### src/smp_pkg.sv
`default_nettype none
package smp_pkg;

  // Register indices; the byte address on the bus is four times the index.
  localparam logic [2:0] SMP_IDX_KEY = 3'h0;
  localparam logic [2:0] SMP_IDX_FLAGS = 3'h2;
  localparam logic [2:0] SMP_IDX_BORDERS = 3'h4;
  localparam logic [2:0] SMP_IDX_RIGHTS = 3'h6;

  // Reset values.
  localparam logic [15:0] SMP_KEY_READ = 16'h9600;
  localparam logic [15:0] SMP_BORDERS_RST = 16'h0000;
  localparam logic [15:0] SMP_RIGHTS_RST = 16'h7777;
  localparam logic [3:0] SMP_FLAGS_RST = 4'h0;

  // Key byte that opens register writes.
  localparam logic [7:0] SMP_ACCESS_KEY = 8'hA5;

  // Field layout of the border register; other bits read as zero.
  localparam int SMP_UPPER_LSB = 8;
  localparam int SMP_LOWER_LSB = 0;
  localparam int SMP_BORDER_W = 5;
  localparam logic [15:0] SMP_BORDERS_MASK = 16'h1F1F;

  // Nibble layout of the rights register, one nibble per region.
  localparam int SMP_BIT_READ = 0;
  localparam int SMP_BIT_WRITE = 1;
  localparam int SMP_BIT_EXEC = 2;
  localparam int SMP_BIT_RESET = 3;

  // Region numbers: flag bit and rights nibble share the index.
  localparam int SMP_REG_SEG1 = 0;
  localparam int SMP_REG_SEG2 = 1;
  localparam int SMP_REG_SEG3 = 2;
  localparam int SMP_REG_INFO = 3;
  localparam int SMP_REGIONS = 4;

  // Kinds of core access.
  localparam logic [1:0] SMP_KIND_READ = 2'h0;
  localparam logic [1:0] SMP_KIND_WRITE = 2'h1;
  localparam logic [1:0] SMP_KIND_EXEC = 2'h2;

  localparam int SMP_ADDR_W = 16;

  // One memory access of the processor core.
  typedef struct packed {
    logic valid;
    logic [1:0] kind;
    logic [SMP_ADDR_W-1:0] addr;
  } smp_access_s;

endpackage : smp_pkg
`default_nettype wire

### src/smp_viol_flag.sv
`timescale 1ns/1ns
`default_nettype none
module smp_viol_flag
  import smp_pkg::*;
(
  input wire logic core_clk_i,
  input wire logic sys_rst_i,
  input wire logic set_i,
  input wire logic sw_wr_i,
  input wire logic sw_bit_i,
  input wire logic vec_clr_i,
  output logic flag_o
);

  logic flag_reg;
  logic flag_next;

  // A new violation wins over any clear in the same cycle.
  assign flag_next = set_i ? 1'b1 :
                     (sw_wr_i && !sw_bit_i) ? 1'b0 :
                     vec_clr_i ? 1'b0 : flag_reg;

  // Sticky flag storage.
  always_ff @(posedge core_clk_i or posedge sys_rst_i) begin
    if (sys_rst_i) begin
      flag_reg <= 1'b0;
    end else begin
      flag_reg <= flag_next;
    end
  end

  assign flag_o = flag_reg;

  property p_flag_set;
    @(posedge core_clk_i) disable iff (sys_rst_i)
      set_i |=> flag_o;
  endproperty
  a_flag_set: assert property (p_flag_set) else $error("Flag not set on violation.");

  property p_sw_clear;
    @(posedge core_clk_i) disable iff (sys_rst_i)
      sw_wr_i && !sw_bit_i && !set_i |=> !flag_o;
  endproperty
  a_sw_clear: assert property (p_sw_clear) else $error("Zero write did not clear flag.");

  property p_one_keeps;
    @(posedge core_clk_i) disable iff (sys_rst_i)
      sw_wr_i && sw_bit_i && !vec_clr_i |=> flag_o == $past(flag_o) || $past(set_i);
  endproperty
  a_one_keeps: assert property (p_one_keeps) else $error("One write changed flag.");

  property p_vec_clear;
    @(posedge core_clk_i) disable iff (sys_rst_i)
      vec_clr_i && !set_i && !sw_wr_i |=> !flag_o;
  endproperty
  a_vec_clear: assert property (p_vec_clear) else $error("Vector read did not clear flag.");

endmodule : smp_viol_flag
`default_nettype wire

### src/smp_region_check.sv
`timescale 1ns/1ns
`default_nettype none
module smp_region_check
  import smp_pkg::*;
(
  input wire logic core_clk_i,
  input wire logic sys_rst_i,
  input wire logic hit_i,
  input wire logic [1:0] kind_i,
  input wire logic [3:0] rights_i,
  output logic viol_o
);

  logic viol_reg;
  logic xe;
  logic we;
  logic re;
  logic bad_exec;
  logic bad_write;
  logic bad_read;
  logic viol_now;

  assign xe = rights_i[SMP_BIT_EXEC];
  assign we = rights_i[SMP_BIT_WRITE];
  assign re = rights_i[SMP_BIT_READ];

  // A read faults only when the region allows none of read, write and execute.
  assign bad_exec = (kind_i == SMP_KIND_EXEC) && !xe;
  assign bad_write = (kind_i == SMP_KIND_WRITE) && !we;
  assign bad_read = (kind_i == SMP_KIND_READ) && !re && !we && !xe;
  assign viol_now = hit_i && (bad_exec || bad_write || bad_read);

  // One-cycle violation pulse, one edge after the access.
  always_ff @(posedge core_clk_i or posedge sys_rst_i) begin
    if (sys_rst_i) begin
      viol_reg <= 1'b0;
    end else begin
      viol_reg <= viol_now;
    end
  end

  assign viol_o = viol_reg;

  property p_exec_viol;
    @(posedge core_clk_i) disable iff (sys_rst_i)
      hit_i && kind_i == SMP_KIND_EXEC && !xe |=> viol_o;
  endproperty
  a_exec_viol: assert property (p_exec_viol) else $error("Execute fault missed.");

  property p_read_allowed;
    @(posedge core_clk_i) disable iff (sys_rst_i)
      hit_i && kind_i == SMP_KIND_READ && (we || xe) |=> !viol_o;
  endproperty
  a_read_allowed: assert property (p_read_allowed) else $error("Read faulted wrongly.");

  property p_write_viol;
    @(posedge core_clk_i) disable iff (sys_rst_i)
      hit_i && kind_i == SMP_KIND_WRITE && !we |=> viol_o;
  endproperty
  a_write_viol: assert property (p_write_viol) else $error("Write fault missed.");

endmodule : smp_region_check
`default_nettype wire

### src/smp_top.sv
`timescale 1ns/1ns
`default_nettype none
module smp_top
  import smp_pkg::*;
#(
  parameter logic [SMP_ADDR_W-1:0] INFO_BASE = 16'h1800,
  parameter logic [SMP_ADDR_W-1:0] INFO_LAST = 16'h19FF,
  parameter logic [SMP_ADDR_W-1:0] MAIN_BASE = 16'hC200,
  parameter logic [SMP_ADDR_W-1:0] MAIN_LAST = 16'hFFFF,
  parameter int BORDER_SHIFT = 11
) (
  input wire logic core_clk_i,
  input wire logic sys_rst_i,
  input wire logic [2:0] avs_address_i,
  input wire logic avs_read_i,
  input wire logic avs_write_i,
  input wire logic [31:0] avs_writedata_i,
  input wire logic [3:0] avs_byteenable_i,
  output logic [31:0] avs_readdata_o,
  output logic avs_waitrequest_o,
  input wire smp_access_s acc_i,
  input wire logic rcv_read_i,
  output logic viol_o,
  output logic puc_req_o
);

  if (BORDER_SHIFT + SMP_BORDER_W > SMP_ADDR_W || BORDER_SHIFT < 0) begin : g_chk
    $error("BORDER_SHIFT does not fit the address width.");
  end

  logic wait_reg;
  logic [31:0] rdata_reg;
  logic unlock_reg;
  logic [15:0] borders_reg;
  logic [15:0] borders_next;
  logic [15:0] rights_reg;
  logic [15:0] rights_next;
  logic viol_any_reg;
  logic puc_reg;
  logic [3:0] flags;
  logic [3:0] viol;
  logic [3:0] hit;

  // Bus decode: a request completes at the edge where waitrequest is low.
  wire req = avs_read_i || avs_write_i;
  wire wr_fire = avs_write_i && !wait_reg;
  wire [15:0] wmask = {{8{avs_byteenable_i[1]}}, {8{avs_byteenable_i[0]}}};
  wire sel_key = avs_address_i == SMP_IDX_KEY;
  wire sel_flags = avs_address_i == SMP_IDX_FLAGS;
  wire sel_borders = avs_address_i == SMP_IDX_BORDERS;
  wire sel_rights = avs_address_i == SMP_IDX_RIGHTS;
  wire sel_prot = sel_flags || sel_borders || sel_rights;

  // Key handling: the right key opens writes, a wrong key byte closes them.
  wire key_wr = wr_fire && sel_key && avs_byteenable_i[1];
  wire key_ok = avs_writedata_i[15:8] == SMP_ACCESS_KEY;
  wire key_word = avs_byteenable_i[1] && avs_byteenable_i[0];
  wire prot_wr = wr_fire && sel_prot && unlock_reg;
  wire key_fault = (key_wr && !key_ok && key_word) || (wr_fire && sel_prot && !unlock_reg);

  // Read multiplexer; unused bits and unmapped addresses read zero.
  wire [15:0] rd_mux = sel_key ? SMP_KEY_READ :
                       sel_flags ? {12'h000, flags} :
                       sel_borders ? borders_reg :
                       sel_rights ? rights_reg : 16'h0000;

  // Byte-masked writes; border bits outside the fields stay zero.
  assign borders_next = (borders_reg & ~wmask) |
                        (avs_writedata_i[15:0] & wmask & SMP_BORDERS_MASK);
  assign rights_next = (rights_reg & ~wmask) | (avs_writedata_i[15:0] & wmask);

  // Bus handshake: one wait cycle, then one cycle with waitrequest low.
  always_ff @(posedge core_clk_i or posedge sys_rst_i) begin
    if (sys_rst_i) begin
      wait_reg <= 1'b1;
      rdata_reg <= 32'h0000_0000;
    end else begin
      wait_reg <= !(req && wait_reg);
      if (req && wait_reg) begin
        rdata_reg <= {16'h0000, rd_mux};
      end
    end
  end

  // Write permission state from the key register.
  always_ff @(posedge core_clk_i or posedge sys_rst_i) begin
    if (sys_rst_i) begin
      unlock_reg <= 1'b0;
    end else if (key_wr) begin
      unlock_reg <= key_ok;
    end
  end

  // Border and rights registers; brownout reset restores the defaults.
  always_ff @(posedge core_clk_i or posedge sys_rst_i) begin
    if (sys_rst_i) begin
      borders_reg <= SMP_BORDERS_RST;
      rights_reg <= SMP_RIGHTS_RST;
    end else begin
      if (prot_wr && sel_borders) begin
        borders_reg <= borders_next;
      end
      if (prot_wr && sel_rights) begin
        rights_reg <= rights_next;
      end
    end
  end

  // Border addresses derived from the two fields.
  wire [SMP_BORDER_W-1:0] upper_border_field = borders_reg[SMP_UPPER_LSB +: SMP_BORDER_W];
  wire [SMP_BORDER_W-1:0] lower_border_field = borders_reg[SMP_LOWER_LSB +: SMP_BORDER_W];
  wire [SMP_ADDR_W-1:0] hi_addr = SMP_ADDR_W'({11'h000, upper_border_field} << BORDER_SHIFT);
  wire [SMP_ADDR_W-1:0] lo_addr = SMP_ADDR_W'({11'h000, lower_border_field} << BORDER_SHIFT);

  // Segment sorting: at or above the upper border is segment 3, then 2, then 1.
  wire in_main = acc_i.valid && acc_i.addr >= MAIN_BASE && acc_i.addr <= MAIN_LAST;
  wire in_info = acc_i.valid && acc_i.addr >= INFO_BASE && acc_i.addr <= INFO_LAST;
  wire above_hi = acc_i.addr >= hi_addr;
  wire above_lo = acc_i.addr >= lo_addr;
  assign hit[SMP_REG_INFO] = in_info;
  assign hit[SMP_REG_SEG3] = in_main && above_hi;
  assign hit[SMP_REG_SEG2] = in_main && !above_hi && above_lo;
  assign hit[SMP_REG_SEG1] = in_main && !above_hi && !above_lo;

  // Vector read clears only the highest pending flag, info first.
  wire [3:0] vec_clr;
  assign vec_clr[3] = rcv_read_i && flags[3];
  assign vec_clr[2] = rcv_read_i && !flags[3] && flags[2];
  assign vec_clr[1] = rcv_read_i && !flags[3] && !flags[2] && flags[1];
  assign vec_clr[0] = rcv_read_i && (flags[3:1] == 3'h0) && flags[0];

  // One checker and one sticky flag per region.
  wire [3:0] reset_sel;
  for (genvar k = 0; k < SMP_REGIONS; k++) begin : g_region
    assign reset_sel[k] = rights_reg[4 * k + SMP_BIT_RESET];
    smp_region_check u_check (
      .core_clk_i(core_clk_i),
      .sys_rst_i(sys_rst_i),
      .hit_i(hit[k]),
      .kind_i(acc_i.kind),
      .rights_i(rights_reg[4*k +: 4]),
      .viol_o(viol[k])
    );
    smp_viol_flag u_flag (
      .core_clk_i(core_clk_i),
      .sys_rst_i(sys_rst_i),
      .set_i(viol[k]),
      .sw_wr_i(prot_wr && sel_flags && avs_byteenable_i[0]),
      .sw_bit_i(avs_writedata_i[k]),
      .vec_clr_i(vec_clr[k]),
      .flag_o(flags[k])
    );
  end

  // Selected violations and key faults request a power-up-clear reset.
  wire puc_now = |(viol & reset_sel) || key_fault;

  // Registered event outputs.
  always_ff @(posedge core_clk_i or posedge sys_rst_i) begin
    if (sys_rst_i) begin
      viol_any_reg <= 1'b0;
      puc_reg <= 1'b0;
    end else begin
      viol_any_reg <= |viol;
      puc_reg <= puc_now;
    end
  end

  assign avs_readdata_o = rdata_reg;
  assign avs_waitrequest_o = wait_reg;
  assign viol_o = viol_any_reg;
  assign puc_req_o = puc_reg;

  property p_flags_reserved;
    @(posedge core_clk_i) disable iff (sys_rst_i)
      avs_read_i && !avs_waitrequest_o && sel_flags |-> avs_readdata_o[31:4] == 28'h0;
  endproperty
  a_flags_reserved: assert property (p_flags_reserved) else $error("Flag bits 15-4 not zero.");

  property p_borders_reserved;
    @(posedge core_clk_i) disable iff (sys_rst_i)
      (borders_reg & ~SMP_BORDERS_MASK) == 16'h0000;
  endproperty
  a_borders_reserved: assert property (p_borders_reserved) else $error("Border reserved bit set.");

  property p_all_seg3;
    @(posedge core_clk_i) disable iff (sys_rst_i)
      borders_reg == 16'h0000 && in_main |-> hit[SMP_REG_SEG3] && hit[1:0] == 2'h0;
  endproperty
  a_all_seg3: assert property (p_all_seg3) else $error("Zero borders not all segment 3.");

  property p_locked_write;
    @(posedge core_clk_i) disable iff (sys_rst_i)
      wr_fire && sel_borders && !unlock_reg |=> $stable(borders_reg) && puc_req_o;
  endproperty
  a_locked_write: assert property (p_locked_write) else $error("Locked write took effect.");

  property p_puc_on_viol;
    @(posedge core_clk_i) disable iff (sys_rst_i)
      viol[SMP_REG_SEG3] && reset_sel[SMP_REG_SEG3] |=> puc_req_o;
  endproperty
  a_puc_on_viol: assert property (p_puc_on_viol) else $error("No reset on selected fault.");

  property p_puc_pulse;
    @(posedge core_clk_i) disable iff (sys_rst_i)
      puc_req_o |-> $past(|viol) || $past(wr_fire && (sel_prot || sel_key));
  endproperty
  a_puc_pulse: assert property (p_puc_pulse) else $error("Reset request without cause.");

  property p_vec_lower_kept;
    @(posedge core_clk_i) disable iff (sys_rst_i)
      rcv_read_i && flags[3] && flags[0] && !(prot_wr && sel_flags) |=> flags[0];
  endproperty
  a_vec_lower_kept: assert property (p_vec_lower_kept) else $error("Lower flag lost on vector.");

  property p_border_write;
    @(posedge core_clk_i) disable iff (sys_rst_i)
      prot_wr && sel_borders && avs_byteenable_i[1:0] == 2'h3
      |=> borders_reg == ($past(avs_writedata_i[15:0]) & SMP_BORDERS_MASK);
  endproperty
  a_border_write: assert property (p_border_write) else $error("Border write wrong.");

  property p_upper_field;
    @(posedge core_clk_i) disable iff (sys_rst_i)
      prot_wr && sel_borders && avs_byteenable_i[1]
      |=> upper_border_field == $past(avs_writedata_i[SMP_UPPER_LSB +: SMP_BORDER_W]);
  endproperty
  a_upper_field: assert property (p_upper_field) else $error("Upper border wrong.");

  property p_lower_field;
    @(posedge core_clk_i) disable iff (sys_rst_i)
      prot_wr && sel_borders && avs_byteenable_i[0]
      |=> lower_border_field == $past(avs_writedata_i[SMP_LOWER_LSB +: SMP_BORDER_W]);
  endproperty
  a_lower_field: assert property (p_lower_field) else $error("Lower border wrong.");

  property p_flags_locked;
    @(posedge core_clk_i) disable iff (sys_rst_i)
      wr_fire && sel_flags && !unlock_reg && viol == 4'h0 && !rcv_read_i
      |=> $stable(flags) && puc_req_o;
  endproperty
  a_flags_locked: assert property (p_flags_locked) else $error("Locked flag write acted.");

  property p_key_open;
    @(posedge core_clk_i) disable iff (sys_rst_i)
      key_wr && key_ok |=> unlock_reg;
  endproperty
  a_key_open: assert property (p_key_open) else $error("Right key did not open.");

  property p_bad_key;
    @(posedge core_clk_i) disable iff (sys_rst_i)
      key_wr && !key_ok && key_word |=> puc_req_o && !unlock_reg;
  endproperty
  a_bad_key: assert property (p_bad_key) else $error("Bad key word missed.");

  property p_rights_write;
    @(posedge core_clk_i) disable iff (sys_rst_i)
      prot_wr && sel_rights && avs_byteenable_i[1:0] == 2'h3
      |=> rights_reg == $past(avs_writedata_i[15:0]);
  endproperty
  a_rights_write: assert property (p_rights_write) else $error("Rights write wrong.");

  property p_vec_top_clear;
    @(posedge core_clk_i) disable iff (sys_rst_i)
      rcv_read_i && flags[SMP_REG_INFO] && !viol[SMP_REG_INFO] |=> !flags[SMP_REG_INFO];
  endproperty
  a_vec_top_clear: assert property (p_vec_top_clear) else $error("Top flag kept.");

  property p_viol_out;
    @(posedge core_clk_i) disable iff (sys_rst_i)
      viol != 4'h0 |=> viol_o;
  endproperty
  a_viol_out: assert property (p_viol_out) else $error("Violation not reported.");

  property p_flag_only;
    @(posedge core_clk_i) disable iff (sys_rst_i)
      viol != 4'h0 && (viol & reset_sel) == 4'h0 && !key_fault |=> !puc_req_o;
  endproperty
  a_flag_only: assert property (p_flag_only) else $error("Reset on flag-only fault.");

  property p_unmapped_read;
    @(posedge core_clk_i) disable iff (sys_rst_i)
      avs_read_i && !avs_waitrequest_o && !sel_key && !sel_prot
      |-> avs_readdata_o == 32'h0000_0000;
  endproperty
  a_unmapped_read: assert property (p_unmapped_read) else $error("Unmapped read not zero.");

endmodule : smp_top
`default_nettype wire

### config.mk
export PLATFORM = sky130hd
export DESIGN_NAME = smp_top
export DESIGN_NICKNAME = d
export VERILOG_FILES = /design/src/smp_pkg.sv /design/src/smp_viol_flag.sv /design/src/smp_region_check.sv /design/src/smp_top.sv
export SDC_FILE = /design/constraint.sdc
export NUM_CORES = 1
export LEC_CHECK = 0
export ABC_CLOCK_PERIOD_IN_PS = 1900
export BUFFER_PORTS_ARGS = -buffer_cell sky130_fd_sc_hd__buf_2
export CAP_MARGIN = 20
export CORE_UTILIZATION = 40
export CTS_CLUSTER_DIAMETER = 120
export CTS_CLUSTER_SIZE = 8
export DETAILED_ROUTE_END_ITERATION = 12
export HOLD_SLACK_MARGIN = 0.08
export SETUP_SLACK_MARGIN = 0.2
export SKIP_LAST_GASP = 1
export SYNTH_ARGS = -nofsm -noshare
export SYNTH_HDL_FRONTEND = slang
export SYNTH_HIERARCHICAL = 1
export SYNTH_SLANG_ARGS = --single-unit
### constraint.sdc
create_clock -name core_clk_i -period 1.9 [get_ports core_clk_i]
set_input_delay 0.285 -clock core_clk_i [delete_from_list [all_inputs] [get_ports core_clk_i]]
set_output_delay 0.285 -clock core_clk_i [all_outputs]
set_load 0.02 [all_outputs]
=== Yosys cells after proc, flatten, opt, wreduce, memory -nomap -nowiden ===
Index checks and enable logic that the tools add are counted.

* Magnitude comparators: 6
* Equality and inequality tests: 6
* Mux-type cells: 16
* Bitwise logic cells: 7
* Reduce and logical (&&, ||, !) cells: 103

{| class="wikitable"
|+ Operators by type and width
! cell !! count
|-
| 2-to-1 mux 16 bit || 4
|-
| logical AND 1 bit || 57
|-
| bitwise AND 16 bit || 3
|-
| >= comparator 16 bit || 2
|-
| logical NOT 1 bit || 24
|-
| >= comparator 16 x 13 -> 1 bit (second input constant) || 1
|-
| >= comparator 16 bit (second input constant) || 1
|-
| less-or-equal comparator 16 x 13 -> 1 bit (second input constant) || 1
|-
| less-or-equal comparator 16 bit (second input constant) || 1
|-
| NOT 16 bit || 1
|-
| bitwise OR 16 x 13 -> 16 bit || 1
|-
| bitwise OR 16 bit || 1
|-
| logical OR 1 bit || 13
|-
| 2-to-1 mux 1 bit || 12
|-
| nonzero test 3 bit || 4
|-
| == test 8 bit (second input constant) || 1
|-
| OR reduction 4 bit || 2
|-
| == test 3 bit (second input constant) || 2
|-
| logical NOT 3 bit || 2
|-
| bitwise AND 4 bit || 1
|-
| == test 3 x 2 -> 1 bit (second input constant) || 1
|-
| == test 2 x 1 -> 1 bit (second input constant) || 1
|-
| == test 2 bit (second input constant) || 1
|-
| logical NOT 2 bit || 1
|}

* Bits in registers: 60
* Input bits: 63
* Output and inout bits: 35
* Word-level logic and storage cells: 153

=== Longest topological paths before layout ===
Gate-level depths: netlist of the first run.

* Word-level depth: 10
* Depth in mapped cells: 8

=== Cells and area by module ===
Netlist of the first run, hierarchy kept.

{| class="wikitable"
|+ Modules (own cells, without submodules)
! module !! instances !! cells an instance !! area each (um^2) !! sequential area each (um^2)
|-
| smp_top || 1 || 252 || 2733.9 || 1317.5
|-
| smp_region_check || 4 || 6 || 61.3 || 25.0
|-
| smp_viol_flag || 4 || 5 || 47.5 || 25.0
|}

=== Worst setup path before layout of the first run ===
No wires, ideal clock.

* Path kind: reg-to-reg
* Start point: reg (tool-made name)
* End point: reg g_region[1].u_check.viol_reg
* Library setup time: 0.120 ns
* Data arrival time: 1.595 ns
* Required time: 1.780 ns
* Setup slack: 0.185 ns
* Stages on the path, launching flop included: 9
* Path buffers: 0
* Clock period less this slack: 1.715 ns
* Cell sequence: dfrtp_1 -> inv_1 -> ha_1 -> a21oi_1 -> a21boi_0 -> a211oi_1 -> and3b_1 -> and4bb_1 -> a31o_1

{| class="wikitable"
|+ RTL lines
! item !! RTL line !! source
|-
| end signal, assigned || smp_region_check.sv:38 || <nowiki>viol_reg <= viol_now;</nowiki>
|-
| end, declared || smp_region_check.sv:14 || <nowiki>logic viol_reg;</nowiki>
|}

==> results of run 1 <==
[logic make-up (layout without fill, tap and decap cells)]
family          after synthesis  count (layout)  share of synthesized area
compound gates               56              56                      0.113
flops                        60              60                      0.479
simple gates                 80              80                      0.151
other cells                   1              16                    0.00118
fa+ha+maj                    10              10                     0.0395
mux                          37              37                      0.128
buf+inv                      52             125                     0.0876
[layout make-up]
cell class / instances / area (um2)
Fill cell: 744 / 3700
Multi-Input combinational cell: 199 / 1570
Sequential cell: 60 / 1520
Timing Repair Buffer: 83 / 480
Clock buffer: 12 / 155
Tap cell: 102 / 128
Inverter: 26 / 97.6
Clock inverter: 4 / 47.5
[repair_timing]
item | 4_1_cts | 5_1_grt
hold endpoints to repair | 18 | 0
gates resized for setup | 12 | 8
hold buffers | 1 | 0
pin swaps | 5 | 8
setup endpoints to repair | 3 | 12
buffers inserted | 5 | 1
[worst max-delay path: stages (launching register included)]
cell and delay, ns:
dfrtp_1 0.40, inv_2 0.10, ha_4 0.21, a21oi_2 0.14
a21boi_1 0.08, a211oi_2 0.21, and3b_1 0.21, and4bb_1 0.18
a31o_1 0.17
[placed cells by master, fill, tap and decap left out, types with 8 or more instances in the layout]
master | synthesis | layout
mux2i_1 | 8 | 8
o21ai_0 | 20 | 19
inv_1 | 26 | 19
nand2_1 | 23 | 23
dfstp_2 | 13 | 13
buf_4 | 17 | 18
buf_2 | 3 | 63
clkbuf_8 | 0 | 11
a31o_1 | 8 | 8
ha_4 | 0 | 8
conb_1 | 1 | 16
dfrtp_1 | 47 | 47
mux2_2 | 29 | 29
nor2_1 | 10 | 9
[layer usage]
| metal | track usage | up-vias | wire length (um) |
|---|---|---|---|
| li1 | - | 1171 | - |
| met1 | 0.256 | 1169 | 3380 |
| met2 | 0.300 | 85 | 3370 |
| met3 | 0.0369 | 11 | 410 |
| met4 | 0.0754 | 0 | 115 |
| met5 | 0 | - | 0 |
[worst paths after layout]
check	from	to	cells after the start	slack (ns)
max in group asynchronous	sys_rst_i	async pin	4	0.72
min in group asynchronous	sys_rst_i	g_region[0].u_flag/flag_o	3	0.41
hold reg to reg	avs_readdata_o[8]	avs_readdata_o[8]	2	0.47
setup / recovery	register	g_region[1].u_check/viol_o	8	0.09
setup reg to reg	register	g_region[1].u_check/viol_o	8	0.09
hold / removal	avs_writedata_i[6]	register	2	0.19
[power by group through the flow]
stage	clock network (uW)	logic [uW]	registers, uW
6_report	1150	388	1370
3_5_place_dp	0	369	1390
3_3_place_gp	0	360	1390
2_1_floorplan	0	235	1410
5_1_grt	1250	431	1380
4_1_cts	1180	383	1370
[per-stage QoR]
stage | setup WS [ns] | instance area [um2] | total power [uW]
2_1_floorplan | 0.208 | 3240 | 1640
3_3_place_gp | 0.00463 | 3610 | 1750
3_5_place_dp | -0.0466 | 3610 | 1760
4_1_cts | 0.119 | 3940 | 2940
5_1_grt | 0.0196 | 3990 | 3050
6_report | 0.0921 | 3990 | 2910
==> metrics, run 1 <==
crit path capture type register; critical path data arrival time 2.03 ns; worst clock skew 0.00648 ns; Syn Area/Cell 10.7 um2; Yosys warnings 6; Synth cell types 44; Max clock buf depth 2; first-pass GRT wire length 12.0 mm; Synth area leaders dfrtp_1 37%, dfstp_2 11%, mux2_2 10%, buf_4 4.0%, ha_1 3.9%; Syn Inst Count 296; Die Y 91.0 um; initial antenna violation count 0; die width 91.0 um; fin crit period 1.81 ns; Avg WL per Cell 15.0 um; Worst VDD drop 384 uV; Final Util 0.519; Pleak 0.00196 uW; setup tns final 0 ns; htree depth 3; Starting Density 0.412; IO Count 98; routed vias/inst 5.01; max cap viols 0; Switching Power 748 uW; number of global-route vias before repair 2377; Via Count 2436; Initial DRC Count 78; Seq/Total Area, Yosys 0.479; clock latency on the worst-skew pair 0.33 ns; WHS 0.186 ns; final hold violations 0; final max-slew violation count 0; Internal Power 2160 uW; status complete, but fails checks; core box area 7690 um2; TritonRoute pass-1 iters 8; max frequency 0.553 GHz; largest net degree at the start of global routing 25; DP Cell Count 463; ANT nets after route 0; startpoint types register; grt total ovfl 0; period utilization 0.952; top_reg_cell synth dfrtp_1; Post-Syn Area 3170 um2; Die Area 8280 um2; Post-synth EDFFs 0; gr usage total 0.190; final setup fails 0; share of layout cells above drive strength 1 0.435; failing checks design-rule violations; Synth async-reset ratio 1.00; drt drc 1; n_diodes 0; CP Max Fanout 3; Yosys top cell area share 0.371; Final Net Count 452; most frequent cells after synthesis 47 x dfrtp_1, 29 x mux2_2, 26 x inv_1; top-count cell post-synth dfrtp_1; critical path required time 2.12 ns; total clock sinks 60; PwrDens 730 nW/um2; Setup Crit Path Kind register to register; GP Congestion 0.804; cts bufs inserted 9; CTS root buffer clkbuf_8; # port buffers 63; largest area contributor in the netlist dfrtp_1; detailed placement HPWL 5.61 mm; Seq pwr share 0.470; Sw Share 0.257; Clk pwr share 0.396; final WL 7.28 mm; RSZ-0062 raised after global routing true; # rows 32; Comb power frac 0.133; Hold Path Class primary input to register; Worst-path clk slew 0.06 ns; FF+latch count, synth 60; CTS tree built; Final Non-Filler Cells 486; Syn-to-layout area delta 25.9%
Power figures use the tool's default switching activity.
==> run 2: changes to the inputs <==
--- a/config.mk
+++ b/config.mk
@@ -13,7 +13,6 @@
 export CTS_CLUSTER_SIZE = 8
 export DETAILED_ROUTE_END_ITERATION = 12
 export HOLD_SLACK_MARGIN = 0.08
-export SETUP_SLACK_MARGIN = 0.2
 export SKIP_LAST_GASP = 1
 export SYNTH_ARGS = -nofsm -noshare
 export SYNTH_HDL_FRONTEND = slang
==> run 2 against run 1 <==
  * The run now ends clean
  * Combinational power shrank 6.2%
  * Total power is 0.80% lower
  * Clock-buffer cell count grew 2
  * Cell area shrank 3.6%
  * Highest routed layer unchanged
  * First-iteration DRC count increased by 24%
  * Clock power barely moved
  * Setup slack better by 0.030 ns
  * Largest power group unchanged
  * Sequential power about the same
==> metrics, run 2 (synthesis results as in run 1) <==
Syn-to-layout area delta 21.4% (was 25.9%); DP Cell Count 460 (was 463); worst clock skew 0.00858 ns (was 0.00648 ns); startpoint types register (unchanged); final max-slew violation count 0 (unchanged); largest net degree at the start of global routing 53 (was 25); Filler Cells Inserted 741 (was 744); grt total ovfl 0 (unchanged); Hold Path Class primary input to register (unchanged); Avg WL per Cell 14.7 um (was 15.0 um); htree depth 3 (unchanged); first-pass GRT wire length 11.6 mm (was 12.0 mm); multi-input logic area 1470 um2 (was 1570 um2); IO Count 98 (unchanged); R2R cell count 8 (unchanged); top cell family by delay on the critical path simple AND/OR/NAND/NOR gates (was compound AO/OA/AOI/OAI gates); Starting Density 0.412 (unchanged); Die Area 8280 um2 (unchanged); max incr delay on CP 0.36 ns (was 0.40 ns); critical path data arrival time 2.00 ns (was 2.03 ns); number of global-route vias before repair 2299 (was 2377); crit path capture type register (unchanged); WHS 0.175 ns (was 0.186 ns); commonest cells after routing, fill and taps aside 63 x buf_2, 47 x dfrtp_1, 29 x mux2_2 (unchanged); CP Buf/Inv Count 1 (unchanged); CP Max Fanout 3 (unchanged); final hold violations 0 (unchanged); Switching Power 734 uW (was 748 uW); final setup fails 0 (unchanged); placed cell areas 3580 um2 (was 3610 um2); critical path's slowest cell dfrtp_1 (unchanged); initial antenna violation count 0 (unchanged); PwrDens 751 nW/um2 (was 730 nW/um2); Seq pwr share 0.474 (was 0.470); Comb power frac 0.126 (was 0.133); # rows 32 (unchanged); CTS root buffer clkbuf_8 (unchanged); critical path required time 2.12 ns (about the same); RR Endpoint g_region[1].u_check/viol_o (unchanged); fin crit period 1.78 ns (was 1.81 ns); period utilization 0.936 (was 0.952); cts bufs inserted 9 (unchanged); Internal Power 2160 uW (about the same); Clk pwr share 0.400 (was 0.396); Register Area 1520 um2 (unchanged); share of layout cells above drive strength 1 0.385 (was 0.435); total clock sinks 60 (unchanged); Via Count 2420 (was 2436); final WL 7.09 mm (was 7.28 mm); die width 91.0 um (unchanged); Pleak 0.00193 uW (was 0.00196 uW); n_diodes 0 (unchanged); number of stages on the worst setup path 8 (unchanged); final instance area 3850 um2 (was 3990 um2); Final Net Count 447 (was 452); detailed placement HPWL 5.46 mm (was 5.61 mm); Setup crit end g_region[1].u_check/viol_o (unchanged); max cap viols 0 (unchanged); Worst-path clk slew 0.07 ns (was 0.06 ns); Final Non-Filler Cells 481 (was 486); Max clock buf depth 2 (unchanged); worst path cell trace inv_1, ha_1, nand4_1, o21bai_1, a211oi_2, and3b_1, and4bb_1, a31o_1 (was inv_2, ha_4, a21oi_2, a21boi_1, a211oi_2, and3b_1, and4bb_1, a31o_1); Setup Crit Path Kind register to register (unchanged); max frequency 0.562 GHz (was 0.553 GHz); ANT nets after route 0 (unchanged); core box area 7690 um2 (unchanged); Sw Share 0.254 (was 0.257); flop-to-flop setup slack 0.12 ns (was 0.09 ns); clock latency on the worst-skew pair 0.34 ns (was 0.33 ns); # port buffers 63 (unchanged); commonest non-fill, non-tap cell in the layout buf_2 (unchanged); gr usage total 0.185 (was 0.190); drt drc 0 (was 1); status finished, final reports clean (was complete, but fails checks); Worst VDD drop 342 uV (was 384 uV); TritonRoute pass-1 iters 4 (was 8); CTS tree built (unchanged); Die Y 91.0 um (unchanged); Initial DRC Count 97 (was 78); GP Congestion 0.799 (was 0.804); routed vias/inst 5.03 (was 5.01)
run 2: cell types whose count changed in the layout (fill, tap and decap cells not counted), sizes merged:
cell / before / now
buf: 82 / 77
clkbuf: 12 / 14
clkinv: 2 / 1
clkinvlp: 1 / 0
run 2: repair_timing:
item	4_1_cts	5_1_grt
pin swaps	1	3
hold buffers	1	0
resized for setup	1	6
endpoints found under the hold margin	8	0
setup buffers	2	2
setup endpoints to repair	1	3
run 2: area by class of cell:
class                           instances  share of cell area
Timing Repair Buffer                   78               0.115
Clock buffer                           14              0.0423
Clock inverter                          2             0.00910
Multi-Input combinational cell        199               0.381
Tap cell                              102              0.0332
Sequential cell                        60               0.394
Inverter                               26              0.0254
run 2: worst min-delay path by stage:
stage / slack (ns) / from / depth (start not counted) / endpoint
floorplan: 0.01 / sys_rst_i / 1 / g_region[0].u_check/viol_o
global placement: 0.22 / sys_rst_i / 2 / g_region[0].u_check/viol_o
detailed placement: 0.22 / sys_rst_i / 2 / g_region[1].u_flag/flag_o
CTS: 0.17 / avs_writedata_i[5] / 2 / register
global route: 0.16 / avs_writedata_i[6] / 2 / register
finish: 0.18 / avs_writedata_i[5] / 2 / register
run 2: through the flow:
step | power [uW] | worst slack (ns) | setup TNS [ns] | util
floorplan | 1640 | 0.185 | 0 | -
global placement | 1740 | 0.0117 | 0 | 0.465
detailed placement | 1750 | -0.0243 | -0.0457 | 0.465
CTS | 2910 | 0.0101 | 0 | 0.496
global route | 3020 | -0.00778 | -0.0116 | 0.501
finish | 2890 | 0.122 | 0 | 0.501
run 2: power by group through the flow:
stage | Combinational [uW] | Sequential [uW] | Clock, uW
finish | 364 | 1370 | 1160
floorplan | 232 | 1410 | 0
detailed placement | 359 | 1390 | 0
CTS | 364 | 1370 | 1170
global route | 410 | 1380 | 1230
global placement | 352 | 1390 | 0
run 2: per-layer routing:
metal  track usage  part of all wire  vias to the layer above
li1              -                 -                     1158
met1         0.249              0.48                     1168
met2         0.284              0.45                       83
met3        0.0419             0.051                       11
met4        0.0807             0.019                        0
met5             0                 0                        -
